`src/verilog/rsu_pkg.sv`:
```
package rsu_pkg;

    // ********************************************************
    // timing
    // ********************************************************
    localparam int CLK_PERIOD_NS         = 50;
    localparam int STARTUP_DELAY_US      = 4100;
    localparam int STARTUP_DELAY_CYCLES  = (STARTUP_DELAY_US * 1000) / CLK_PERIOD_NS;
    localparam int UV_MIN_DROP_NS        = 2000;
    localparam int UV_MIN_DROP_CYCLES    = (UV_MIN_DROP_NS + CLK_PERIOD_NS - 1) / CLK_PERIOD_NS;
    localparam int TURNOFF_HOLD_CYCLES   = 4;
    localparam int WDOG_OSC_KHZ          = 1000;

    // ********************************************************
    // watchdog period table
    // ********************************************************
    localparam int               WDOG_CNT_W   = 22;
    localparam logic [21:0]      WDOG_BASE    = 22'h004000;
    localparam logic [21:0]      WDOG_ONE     = 22'h000001;

    // ********************************************************
    // register map
    // ********************************************************
    localparam logic [6:0] OFF_WATCHDOG_CONTROL   = 7'h21;
    localparam logic [6:0] OFF_RESET_CAUSE_STATUS = 7'h34;
    localparam logic [6:0] DATA_SPACE_SHIFT       = 7'h20;
    localparam logic [7:0] WATCHDOG_CONTROL_RESET = 8'h00;
    localparam logic [7:0] READ_UNMAPPED          = 8'h00;

    localparam int BIT_TURNOFF  = 4;
    localparam int BIT_ENABLE   = 3;
    localparam int BIT_TEST     = 4;
    localparam int BIT_WDOG     = 3;
    localparam int BIT_UV       = 2;
    localparam int BIT_PIN      = 1;
    localparam int BIT_SUPPLY   = 0;

    typedef struct packed {
        logic       watchdog_turnoff_enable;
        logic       watchdog_enable_bit;
        logic [2:0] watchdog_period_select;
    } rsu_wdog_ctrl_t;

    typedef struct packed {
        logic test_port_reset_flag;
        logic watchdog_cause_flag;
        logic undervoltage_cause_flag;
        logic pin_reset_flag;
        logic supply_on_flag;
    } rsu_cause_t;

    typedef struct packed {
        logic       wr;
        logic       rd;
        logic       data_space;
        logic [6:0] addr;
        logic [7:0] wdata;
    } rsu_io_req_t;

endpackage

```
`src/verilog/rsu_sync.sv`:
```
`timescale 1ns/100ps
module rsu_sync #(
    parameter logic IDLE = 1'b0
) (
    input  wire logic clk,
    input  wire logic resetn,
    input  wire logic ce,
    input  wire logic din,
    output logic      level
);
    logic s1;
    logic s2;
    logic s3;

    // a change counts only once the second and third stages agree
    always_ff @(posedge clk or negedge resetn) begin
        if (!resetn) begin
            s1    <= IDLE;
            s2    <= IDLE;
            s3    <= IDLE;
            level <= IDLE;
        end else if (ce) begin
            s1 <= din;
            s2 <= s1;
            s3 <= s2;
            if (s2 == s3) begin
                level <= s3;
            end
        end
    end
endmodule

```
`src/verilog/rsu_wdog.sv`:
```
`timescale 1ns/100ps
module rsu_wdog
    import rsu_pkg::*;
(
    input  wire logic       clk,
    input  wire logic       resetn,
    input  wire logic       ce,
    input  wire logic       osc_level,
    input  wire logic       clear,
    input  wire logic       enable,
    input  wire logic [2:0] period,
    output logic            expire
);
    logic [WDOG_CNT_W-1:0] count;
    logic                  osc_last;
    wire                   osc_rise = osc_level & ~osc_last;
    wire [WDOG_CNT_W-1:0]  limit    = (WDOG_BASE << period) - WDOG_ONE;
    wire                   at_limit = (count == limit);

    always_ff @(posedge clk or negedge resetn) begin
        if (!resetn) begin
            count    <= '0;
            osc_last <= 1'b0;
            expire   <= 1'b0;
        end else if (ce) begin
            osc_last <= osc_level;
            expire   <= 1'b0;
            if (clear) begin
                count <= '0;
            end else if (osc_rise) begin
                if (at_limit && enable) begin
                    count  <= '0;
                    expire <= 1'b1;
                end else begin
                    count <= count + WDOG_ONE;
                end
            end
        end
    end
endmodule

```
`src/verilog/rsu_top.sv`:
```
`timescale 1ns/100ps
// Overview of operation
// - five reset causes merge into one reset
// - low pin resets even without clock
// - pin release waits for startup delay
// - supply loss resets at once, delayed release
// - test reset register one holds reset
// - enabled undervoltage resets after filter, delayed release
// - short undervoltage dips are ignored
// - watchdog expiry gives one-clock pulse, delayed release
// - bandgap on for detector, comparator, converter
// - watchdog counts separate oscillator ticks
// - watchdog cleared by restart, disable, reset
// - eight periods; expiry resets the device
// - period is 16K cycles doubled per code
// - enable cleared only with turnoff; auto-clear four
// - bit 4 marks test-port reset cause
// - bits 3..1 mark watchdog, undervoltage, pin
// - bit 0 marks power-on, software-clear only
// - registers at I/O offset, data space +0x20
// - delay counter stretches reset after sources
module rsu_top
    import rsu_pkg::*;
#(
    parameter int STARTUP_CYCLES = STARTUP_DELAY_CYCLES,
    parameter int UV_MIN_CYCLES  = UV_MIN_DROP_CYCLES
) (
    input  wire logic               clk,
    input  wire logic               resetn,
    input  wire logic               ce,
    input  wire logic               pin_reset_n,
    input  wire logic               undervoltage_detector,
    input  wire logic               undervoltage_detect_fuse,
    input  wire logic               test_reset_register,
    input  wire logic               watchdog_osc,
    input  wire logic               watchdog_restart,
    input  wire logic               comparator_bandgap_select,
    input  wire logic               converter_enable,
    input  wire rsu_pkg::rsu_io_req_t io_req,
    output logic [7:0]              io_rdata,
    output logic                    internal_reset,
    output logic                    bandgap_enable
);
    import rsu_pkg::*;

    // ********************************************************
    // parameter checks
    // ********************************************************
    localparam int DLY_W = $clog2(STARTUP_CYCLES + 1);
    localparam int UVF_W = $clog2(UV_MIN_CYCLES + 1);

    if (STARTUP_CYCLES < 1) begin : g_bad_startup
        $error("startup delay must be at least one cycle");
    end
    if (UV_MIN_CYCLES < 1) begin : g_bad_uv
        $error("undervoltage filter must be at least one cycle");
    end

    // ********************************************************
    // asynchronous reset paths
    // ********************************************************
    // pin low clears without a clock; supply loss via resetn
    wire arst_n = resetn & pin_reset_n;

    // ********************************************************
    // input synchronisers
    // ********************************************************
    logic pin_level;
    logic uv_level;
    logic test_level;
    logic osc_level;

    rsu_sync #(.IDLE(1'b1)) u_sync_pin (
        .clk    (clk),
        .resetn (resetn),
        .ce     (ce),
        .din    (pin_reset_n),
        .level  (pin_level)
    );

    rsu_sync #(.IDLE(1'b0)) u_sync_uv (
        .clk    (clk),
        .resetn (resetn),
        .ce     (ce),
        .din    (undervoltage_detector),
        .level  (uv_level)
    );

    rsu_sync #(.IDLE(1'b0)) u_sync_test (
        .clk    (clk),
        .resetn (resetn),
        .ce     (ce),
        .din    (test_reset_register),
        .level  (test_level)
    );

    rsu_sync #(.IDLE(1'b0)) u_sync_osc (
        .clk    (clk),
        .resetn (resetn),
        .ce     (ce),
        .din    (watchdog_osc),
        .level  (osc_level)
    );

    // ********************************************************
    // undervoltage drop filter
    // ********************************************************
    logic [UVF_W-1:0] uv_count;
    logic             uv_active;
    wire              uv_armed   = undervoltage_detect_fuse & uv_level;
    wire              uv_long    = (uv_count == UVF_W'(UV_MIN_CYCLES));

    always_ff @(posedge clk or negedge resetn) begin
        if (!resetn) begin
            uv_count  <= '0;
            uv_active <= 1'b0;
        end else if (ce) begin
            if (!uv_armed) begin
                uv_count  <= '0;
                uv_active <= 1'b0;
            end else if (!uv_long) begin
                uv_count <= uv_count + UVF_W'(1);
            end else begin
                uv_active <= 1'b1;
            end
        end
    end

    // ********************************************************
    // watchdog control register
    // ********************************************************
    rsu_wdog_ctrl_t      wctl;
    logic [2:0]          toe_count;
    logic                wdog_expire;

    wire io_hit_wctl = io_req.data_space
                     ? (io_req.addr == OFF_WATCHDOG_CONTROL + DATA_SPACE_SHIFT)
                     : (io_req.addr == OFF_WATCHDOG_CONTROL);
    wire io_hit_stat = io_req.data_space
                     ? (io_req.addr == OFF_RESET_CAUSE_STATUS + DATA_SPACE_SHIFT)
                     : (io_req.addr == OFF_RESET_CAUSE_STATUS);
    wire wr_wctl     = io_req.wr & io_hit_wctl;
    wire wr_stat     = io_req.wr & io_hit_stat;

    // a zero to the enable only lands while turn-off is already open
    wire next_wde    = io_req.wdata[BIT_ENABLE]
                     | (wctl.watchdog_enable_bit & ~wctl.watchdog_turnoff_enable);
    wire toe_expired = (toe_count == 3'h1);

    always_ff @(posedge clk or negedge arst_n) begin
        if (!arst_n) begin
            wctl      <= rsu_wdog_ctrl_t'(WATCHDOG_CONTROL_RESET[4:0]);
            toe_count <= 3'h0;
        end else if (ce) begin
            if (internal_reset) begin
                wctl      <= rsu_wdog_ctrl_t'(WATCHDOG_CONTROL_RESET[4:0]);
                toe_count <= 3'h0;
            end else if (wr_wctl) begin
                wctl.watchdog_enable_bit     <= next_wde;
                wctl.watchdog_period_select  <= io_req.wdata[2:0];
                wctl.watchdog_turnoff_enable <= io_req.wdata[BIT_TURNOFF];
                toe_count <= io_req.wdata[BIT_TURNOFF] ? 3'(TURNOFF_HOLD_CYCLES) : 3'h0;
            end else if (toe_count != 3'h0) begin
                toe_count <= toe_count - 3'h1;
                if (toe_expired) begin
                    wctl.watchdog_turnoff_enable <= 1'b0;
                end
            end
        end
    end

    // ********************************************************
    // watchdog counter
    // ********************************************************
    wire wdog_clear = watchdog_restart | ~wctl.watchdog_enable_bit | internal_reset;

    rsu_wdog u_wdog (
        .clk       (clk),
        .resetn    (arst_n),
        .ce        (ce),
        .osc_level (osc_level),
        .clear     (wdog_clear),
        .enable    (wctl.watchdog_enable_bit),
        .period    (wctl.watchdog_period_select),
        .expire    (wdog_expire)
    );

    // ********************************************************
    // reset merge and startup delay
    // ********************************************************
    wire pin_active = ~pin_level;
    wire any_source = pin_active | uv_active | test_level | wdog_expire;

    logic [DLY_W-1:0] delay_count;
    wire              delay_running = (delay_count != '0);

    always_ff @(posedge clk or negedge arst_n) begin
        if (!arst_n) begin
            delay_count    <= DLY_W'(STARTUP_CYCLES);
            internal_reset <= 1'b1;
        end else if (ce) begin
            if (any_source) begin
                delay_count <= DLY_W'(STARTUP_CYCLES);
            end else if (delay_running) begin
                delay_count <= delay_count - DLY_W'(1);
            end
            internal_reset <= any_source | delay_running;
        end
    end

    // ********************************************************
    // reset cause flags
    // ********************************************************
    rsu_cause_t cause;
    rsu_cause_t cause_set;
    rsu_cause_t cause_keep;

    // pin flag needs a running clock while the pin is low
    assign cause_set.test_port_reset_flag    = test_level;
    assign cause_set.watchdog_cause_flag     = wdog_expire;
    assign cause_set.undervoltage_cause_flag = uv_active;
    assign cause_set.pin_reset_flag          = pin_active;
    assign cause_set.supply_on_flag          = 1'b0;
    assign cause_keep = wr_stat ? (cause & rsu_cause_t'(io_req.wdata[4:0])) : cause;

    always_ff @(posedge clk or negedge resetn) begin
        if (!resetn) begin
            cause <= rsu_cause_t'(5'h01);
        end else if (ce) begin
            cause <= cause_keep | cause_set;
        end
    end

    // ********************************************************
    // read port and bandgap
    // ********************************************************
    wire [7:0] rd_wctl = {3'h0, wctl};
    wire [7:0] rd_stat = {3'h0, cause};
    wire [7:0] rd_mux  = io_hit_wctl ? rd_wctl : (io_hit_stat ? rd_stat : READ_UNMAPPED);

    always_ff @(posedge clk or negedge resetn) begin
        if (!resetn) begin
            io_rdata       <= READ_UNMAPPED;
            bandgap_enable <= 1'b0;
        end else if (ce) begin
            if (io_req.rd) begin
                io_rdata <= rd_mux;
            end
            bandgap_enable <= undervoltage_detect_fuse
                            | comparator_bandgap_select
                            | converter_enable;
        end
    end

endmodule

```
`config.mk`:
```
export PLATFORM = sky130hd
export DESIGN_NAME = rsu_top
export DESIGN_NICKNAME = d
export VERILOG_FILES = /design/src/verilog/rsu_pkg.sv /design/src/verilog/rsu_sync.sv /design/src/verilog/rsu_wdog.sv /design/src/verilog/rsu_top.sv
export SDC_FILE = /design/constraint.sdc
export NUM_CORES = 1
export LEC_CHECK = 0
export ABC_AREA = 1
export BUFFER_PORTS_ARGS = -buffer_cell sky130_fd_sc_hd__clkbuf_2
export CAP_MARGIN = 20
export CORE_MARGIN = 10
export CORE_UTILIZATION = 60
export CTS_BUF_LIST = sky130_fd_sc_hd__clkbuf_16
export CTS_CLUSTER_DIAMETER = 80
export CTS_CLUSTER_SIZE = 14
export DETAILED_ROUTE_END_ITERATION = 6
export GPL_TIMING_DRIVEN = 0
export HOLD_SLACK_MARGIN = 0.12
export PLACE_DENSITY = 0.82
export SYNTH_ARGS = -nofsm -noshare
export SYNTH_HDL_FRONTEND = slang
export SYNTH_HIERARCHICAL = 1
export SYNTH_SLANG_ARGS = --single-unit
```
`constraint.sdc`:
```
create_clock -name clk -period 2.1 [get_ports clk]
set_input_delay 0.63 -clock clk [delete_from_list [all_inputs] [get_ports clk]]
set_output_delay 0.63 -clock clk [all_outputs]
set_load 0.02 [all_outputs]
```
==> results_dict.tcl, run 1 <==
set metrics [dict create \
    drv_cap 0 \
    postCtsSetupBuffers 0 \
    relSlewSlack_pct 42.5 \
    cts-resized-gates 0 \
    ys_warn_count 6 \
    grt_util_met3_pct 3.78 \
    finalWorstSetupSlack_ns 0.186 \
    met1_usage_pct 22.8 \
    start_util_pct 62.7 \
    grt_overflow 0 \
    gp_congestion 0.921 \
    post-route-min-period_ns 1.91 \
    max_freq_mhz 522 \
    synth_cell_type_count 34 \
    grt_pass1_vias 4303 \
    syn_inst 687 \
    track_usage_pct 18.6 \
    dieArea_mm2 0.0122 \
    antenna_left 0 \
    rows 32 \
    stdcell_count 840 \
    syn2layout_area_growth_pct 12.6 \
    tightest_slew_ns 0.863 \
    hp-class "in2async" \
    final_hold_viol_count 0 \
    fin_nets 769 \
    peakVddDrop_mv 0.550 \
    rsz0062_at_grt "false" \
    die_h_um 111 \
    routed_wirelength_um 11300 \
    die_x_um 111 \
    p_leak_nw 2.66 \
    skew_ns 0.00666 \
    drv_slew 0 \
    drt-wirelength-per-cell_um 13.5 \
    synth_async_sr_flop_share_pct 100 \
    grt_pass1_wl_um 19700 \
    first_iter_violations 254 \
    cts_buffers 9 \
    power_mw 4.60 \
    synth_edf_count 0 \
    dp_hpwl_um 8300 \
    portBuffers 32 \
    grt_util_met2_pct 31.6 \
    drive_above_1_share_pct 12.5 \
    critical_path.max_fanout 10 \
    n_fill_cell 638 \
    grt_max_degree 43 \
    first_pass_iters 7 \
    clk-insertion-delay-late_ns 0.34 \
    place_inst 824 \
    coreArea_mm2 0.00785 \
    antenna_found_initial 0 \
    clk_pin_slew_ns 0.06 \
    synth-seq-cells 84 \
    status "finished, final reports clean" \
    dr_total_vias 4497 \
    power_density_mw_per_mm2 829 \
    crit_type "reg2reg" \
    critPathRequiredTime_ns 2.32 \
    synth_flop_cell "dfrtp_1" \
    root_buffer "clkbuf_16" \
    top_usage_layer "met2" \
    syn-cell-area_mm2 0.00492 \
    cts_sinks 84 \
    setup_viol 0 \
    cts_max_level 3 \
    drcViolationCount 0 \
    min_period_over_period_pct 91.2 \
    cts_tree "yes" \
    postCtsHoldBufs 0 \
    ios 39 \
    viasPerCell 5.35 \
    cp-start-kind "flip-flop" \
    synth_seq_area_share_pct 43.0 \
    synth_area_per_cell_um2 7.16 \
    worstSetupEndpointType "flip-flop" \
    pre_cts_ws_ns -0.268 \
    num_antenna_cells 0 \
    crit_arrival_ns 2.13 \
    clock_path_buffers 2 \
]
cell usage in the layout, fill, tap and decap left out, drive strengths merged, types with 5 or more instances in the layout:
| cell | n |
|---|---|
| dfrtp | 74 |
| a21oi | 29 |
| clkbuf | 42 |
| dfstp | 10 |
| ha | 7 |
| xor2 | 19 |
| nand3 | 46 |
| nor3 | 8 |
| buf | 10 |
| nand4 | 13 |
| nand2 | 220 |
| clkinv | 5 |
| o21ai | 60 |
| nor2 | 88 |
| inv | 87 |
where the power goes:
part	switching, mW	internal (mW)
sequential	0.142	1.80
combinational	0.714	0.358
clock	0.660	0.927
total	1.52	3.08
flip-flops by register name, summed over array words and instances (netlist names), 3 cells and up:
signal,count
rd_wctl,5
uv_count,6
u_wdog/count,22
io_rdata,5
delay_count,17
toe_count,3
cause,5
routing by layer:
metal  wire, µm  up-vias
li1           -     2263
met1       4970     2106
met2       5700      111
met3        519       17
met4        138        0
met5          0        -
cell families (layout without fill, tap and decap cells):
kind of cell	Yosys count	in the layout	synth area share [%]
xor+xnor	22	22	3.91
fa+ha+maj	7	7	1.78
compound gates	94	94	10.2
other cells	1	3	0.0762
flops	84	84	43.0
simple gates	381	381	32.8
buf+inv	98	147	8.29
metrics by stage:
| stage | util, % | hold slack, ns | setup TNS (ns) | instance area, µm² |
|---|---|---|---|---|
| 6_report | 70.6 | 0.254 | 0 | 5540 |
| 5_1_grt | 70.6 | 0.272 | 0 | 5540 |
| 4_1_cts | 70.6 | 0.253 | 0 | 5540 |
| 3_5_place_dp | 66.7 | 0.463 | -4.41 | 5240 |
| 3_3_place_gp | 66.5 | 0.454 | -57.88 | 5220 |
| 2_1_floorplan | - | 0.334 | 0 | 4930 |
Yosys cell counts (all sizes together) (3+ instances only):
master | count | share of area, %
nand2 | 220 | 17
xor2 | 19 | 3.4
clkinv | 4 | 0.30
o21ai | 60 | 6.4
dfstp | 10 | 5.3
nand3 | 46 | 5.0
nor2 | 88 | 7.5
xnor2 | 3 | 0.53
or2 | 3 | 0.38
ha | 7 | 1.8
a21oi | 29 | 2.9
nand4 | 13 | 1.7
nand3b | 3 | 0.46
dfrtp | 74 | 38
inv | 84 | 6.4
nor3 | 8 | 0.81
buf | 9 | 1.5
path summary, 6_finish.rpt:
kind	from	to	slack (ns)	cells past startpoint
max	internal_reset	u_wdog/count[7]	0.19	9
min	pin_reset_n	delay_count[5]	0.25	3
max reg2reg	internal_reset	u_wdog/count[7]	0.19	9
min reg2reg	cause[0]	cause[0]	0.47	2
max in group asynchronous	resetn	internal_reset	0.61	4
min in group clk	cause[0]	cause[0]	0.47	2
area by class of cell:
type | count | area [µm²] | share of cell area, %
Tap cell | 102 | 128 | 2.30
Multi-Input combinational cell | 507 | 2410 | 43.5
Clock inverter | 7 | 75.1 | 1.35
Clock buffer | 9 | 225 | 4.06
Sequential cell | 84 | 2110 | 38.1
Timing Repair Buffer | 33 | 183 | 3.29
Inverter | 88 | 330 | 5.96
Buffer | 10 | 78.8 | 1.42
worst max-delay path, cell delays in order (launching register included):
cell,delay (ns)
dfstp_2,0.57
inv_1,0.16
nand2_2,0.18
nand2_1,0.06
nand2_1,0.12
buf_4,0.19
inv_2,0.10
nor3_1,0.21
xnor2_1,0.15
a21oi_1,0.06
(Power assumes the default switching activity.)
==> inputs of run 2 (changes only) <==
--- a/config.mk
+++ b/config.mk
@@ -9,14 +9,15 @@
 export BUFFER_PORTS_ARGS = -buffer_cell sky130_fd_sc_hd__clkbuf_2
 export CAP_MARGIN = 20
 export CORE_MARGIN = 10
-export CORE_UTILIZATION = 60
+export CORE_UTILIZATION = 50
 export CTS_BUF_LIST = sky130_fd_sc_hd__clkbuf_16
 export CTS_CLUSTER_DIAMETER = 80
 export CTS_CLUSTER_SIZE = 14
 export DETAILED_ROUTE_END_ITERATION = 6
 export GPL_TIMING_DRIVEN = 0
 export HOLD_SLACK_MARGIN = 0.12
-export PLACE_DENSITY = 0.82
+export PLACE_DENSITY = 0.7
+export SKIP_LAST_GASP = 1
 export SYNTH_ARGS = -nofsm -noshare
 export SYNTH_HDL_FRONTEND = slang
 export SYNTH_HIERARCHICAL = 1
==> run 2 against run 1 <==
Largest cell class unchanged; sequential cell count is the same; worst setup slack lost 0.014 ns; highest routed layer unchanged; sequential power hardly changed; critical endpoint is now u_wdog/count[13]; first-iteration DRC count rose by 24%; via count down 2.5%; core utilization is 13 points lower; critical path depth decreased by 2.
==> results_dict.tcl, run 2 (synthesis results as in run 1) <==
set metrics [dict create \
    status "finished, final reports clean" \
    postCtsHoldBufs 0 \
    stdcell_area_mm2 0.00558 \
    mostFrequentLayoutCells "nand2_1 (217), inv_1 (80), nor2_1 (80)" \
    stdcell_count 871 \
    dieArea_mm2 0.0142 \
    drv_cap 0 \
    portBuffers 32 \
    place_inst 855 \
    antenna_left 0 \
    worstPathCellList "inv_1, nand2_1, nand2_1, nand2_1, buf_4, clkbuf_1, a21oi_1" \
    drv_slew 0 \
    pwr-share-clk_pct 34.9 \
    setup_viol 0 \
    critical_path.max_fanout 10 \
    largest_reg_flops 22 \
    postCtsSetupBuffers 0 \
    cts_tree "yes" \
    drcViolationCount 0 \
    power_density_mw_per_mm2 816 \
    cts-resized-gates 1 \
    clock_path_buffers 2 \
    root_buffer "clkbuf_16" \
    skew_ns 0.00732 \
    min_period_over_period_pct 91.8 \
    max_freq_mhz 519 \
    met2_length_um 5460 \
    top_layer_used "met4" \
    fin_nets 769 \
    antenna_found_initial 0 \
    grt_max_degree 42 \
    power_mw 4.55 \
    crit_arrival_ns 2.13 \
    track_usage_pct 16.2 \
    dpl_cell_area_mm2 0.00528 \
    gp_congestion 0.932 \
    multiInputGateArea_mm2 0.00241 \
    grt_pass1_wl_um 19500 \
    start_util_pct 50.8 \
    die_h_um 119 \
    cp_slowest_cell "dfstp_2" \
    regMostFlops "u_wdog/count" \
    first_iter_violations 315 \
    switchingPower_mw 1.47 \
    crit_type "reg2reg" \
    die_x_um 119 \
    seqCellArea_mm2 0.00211 \
    cpPeakStageDelay_ns 0.56 \
    dp_hpwl_um 8290 \
    post-route-util_pct 57.6 \
    routed_wirelength_um 11300 \
    cp-start-kind "flip-flop" \
    grt_pass1_vias 4246 \
    rows 36 \
    clk_pin_slew_ns 0.07 \
    first_pass_iters 6 \
    seq_power_share_pct 42.5 \
    viasPerCell 5.04 \
    p_int_mw 3.08 \
    power_frac_comb_pct 22.6 \
    relSlewSlack_pct 42.7 \
    n_fill_cell 869 \
    met1_length_um 5090 \
    dr_total_vias 4386 \
    tightest_slew_ns 0.859 \
    worst_path_most_repeated_cell "nand2_1" \
    switching_share_pct 32.4 \
    reg_top3 "u_wdog/count (22), delay_count (17), uv_count (6)" \
    coreArea_mm2 0.00968 \
    cts_sinks 84 \
    cts_buffers 9 \
    peakVddDrop_mv 0.597 \
    clk-insertion-delay-late_ns 0.34 \
    hp-class "in2async" \
    critPathRequiredTime_ns 2.30 \
    rsz0062_at_grt "false" \
    final_common_cell "nand2_1" \
    syn2layout_area_growth_pct 13.3 \
    num_antenna_cells 0 \
    ios 39 \
    final_hold_viol_count 0 \
    post-route-min-period_ns 1.93 \
    dr_wl_met3_um 479 \
    drt-wirelength-per-cell_um 12.9 \
    drive_above_1_share_pct 12.3 \
    grt_overflow 0 \
    worstSetupEndpointType "flip-flop" \
    cts_max_level 3 \
    p_leak_nw 2.66 \
]
## run 2: final cells by class
| class | count | share of cell area [%] |
|---|---|---|
| multi-input cells | 507 | 43.2 |
| flip-flops and latches | 84 | 37.9 |
| inverters | 88 | 5.92 |
| clock buffers | 9 | 4.04 |
| repair buffers | 33 | 3.28 |
| well taps | 133 | 2.98 |
| plain buffers | 10 | 1.39 |
| clock inverters | 7 | 1.32 |
## run 2: worst paths after layout
path | slack [ns] | cells after the start | to | start
max in group asynchronous | 0.60 | 4 | internal_reset | resetn
worst min register to register | 0.47 | 2 | cause[0] | cause[0]
worst max register to register | 0.17 | 7 | u_wdog/count[13] | internal_reset
worst max-delay path | 0.17 | 7 | u_wdog/count[13] | internal_reset
min in group clk | 0.47 | 2 | cause[0] | cause[0]
worst min-delay path | 0.26 | 3 | toe_count[0] | pin_reset_n
## run 2: metrics by stage
stage	setup slack [ns]	hold WS, ns	TNS (ns)
global route	0.0213	0.285	0
detailed placement	-0.386	0.456	-8.56
finish	0.172	0.260	0
CTS	0.182	0.263	0
global placement	-1.21	0.450	-65.88
floorplan	0.235	0.334	0
## run 2: layer usage
layer  vias to the layer above  GRT usage (%)
met5                         -              0
met4                         0           4.05
li1                       2259              -
met2                       100           27.4
met3                        21           4.87
met1                      2006           19.6
## run 2: power groups by stage
stage / clock network, mW / logic [mW] / registers, mW
floorplan: 0 / 0.770 / 1.94
global placement: 0 / 0.986 / 1.95
detailed placement: 0 / 1.03 / 1.96
CTS: 1.63 / 1.04 / 1.93
global route: 1.71 / 1.20 / 1.95
finish: 1.59 / 1.03 / 1.93
## run 2: critical path, delay by kind of cell, from the launching register on
family                 cells  cell delay [ns]
AO/OA/AOI/OAI              1             0.14
buffers and inverters      3             0.70
flip-flops                 1             0.56
AND/OR/NAND/NOR            3             0.40
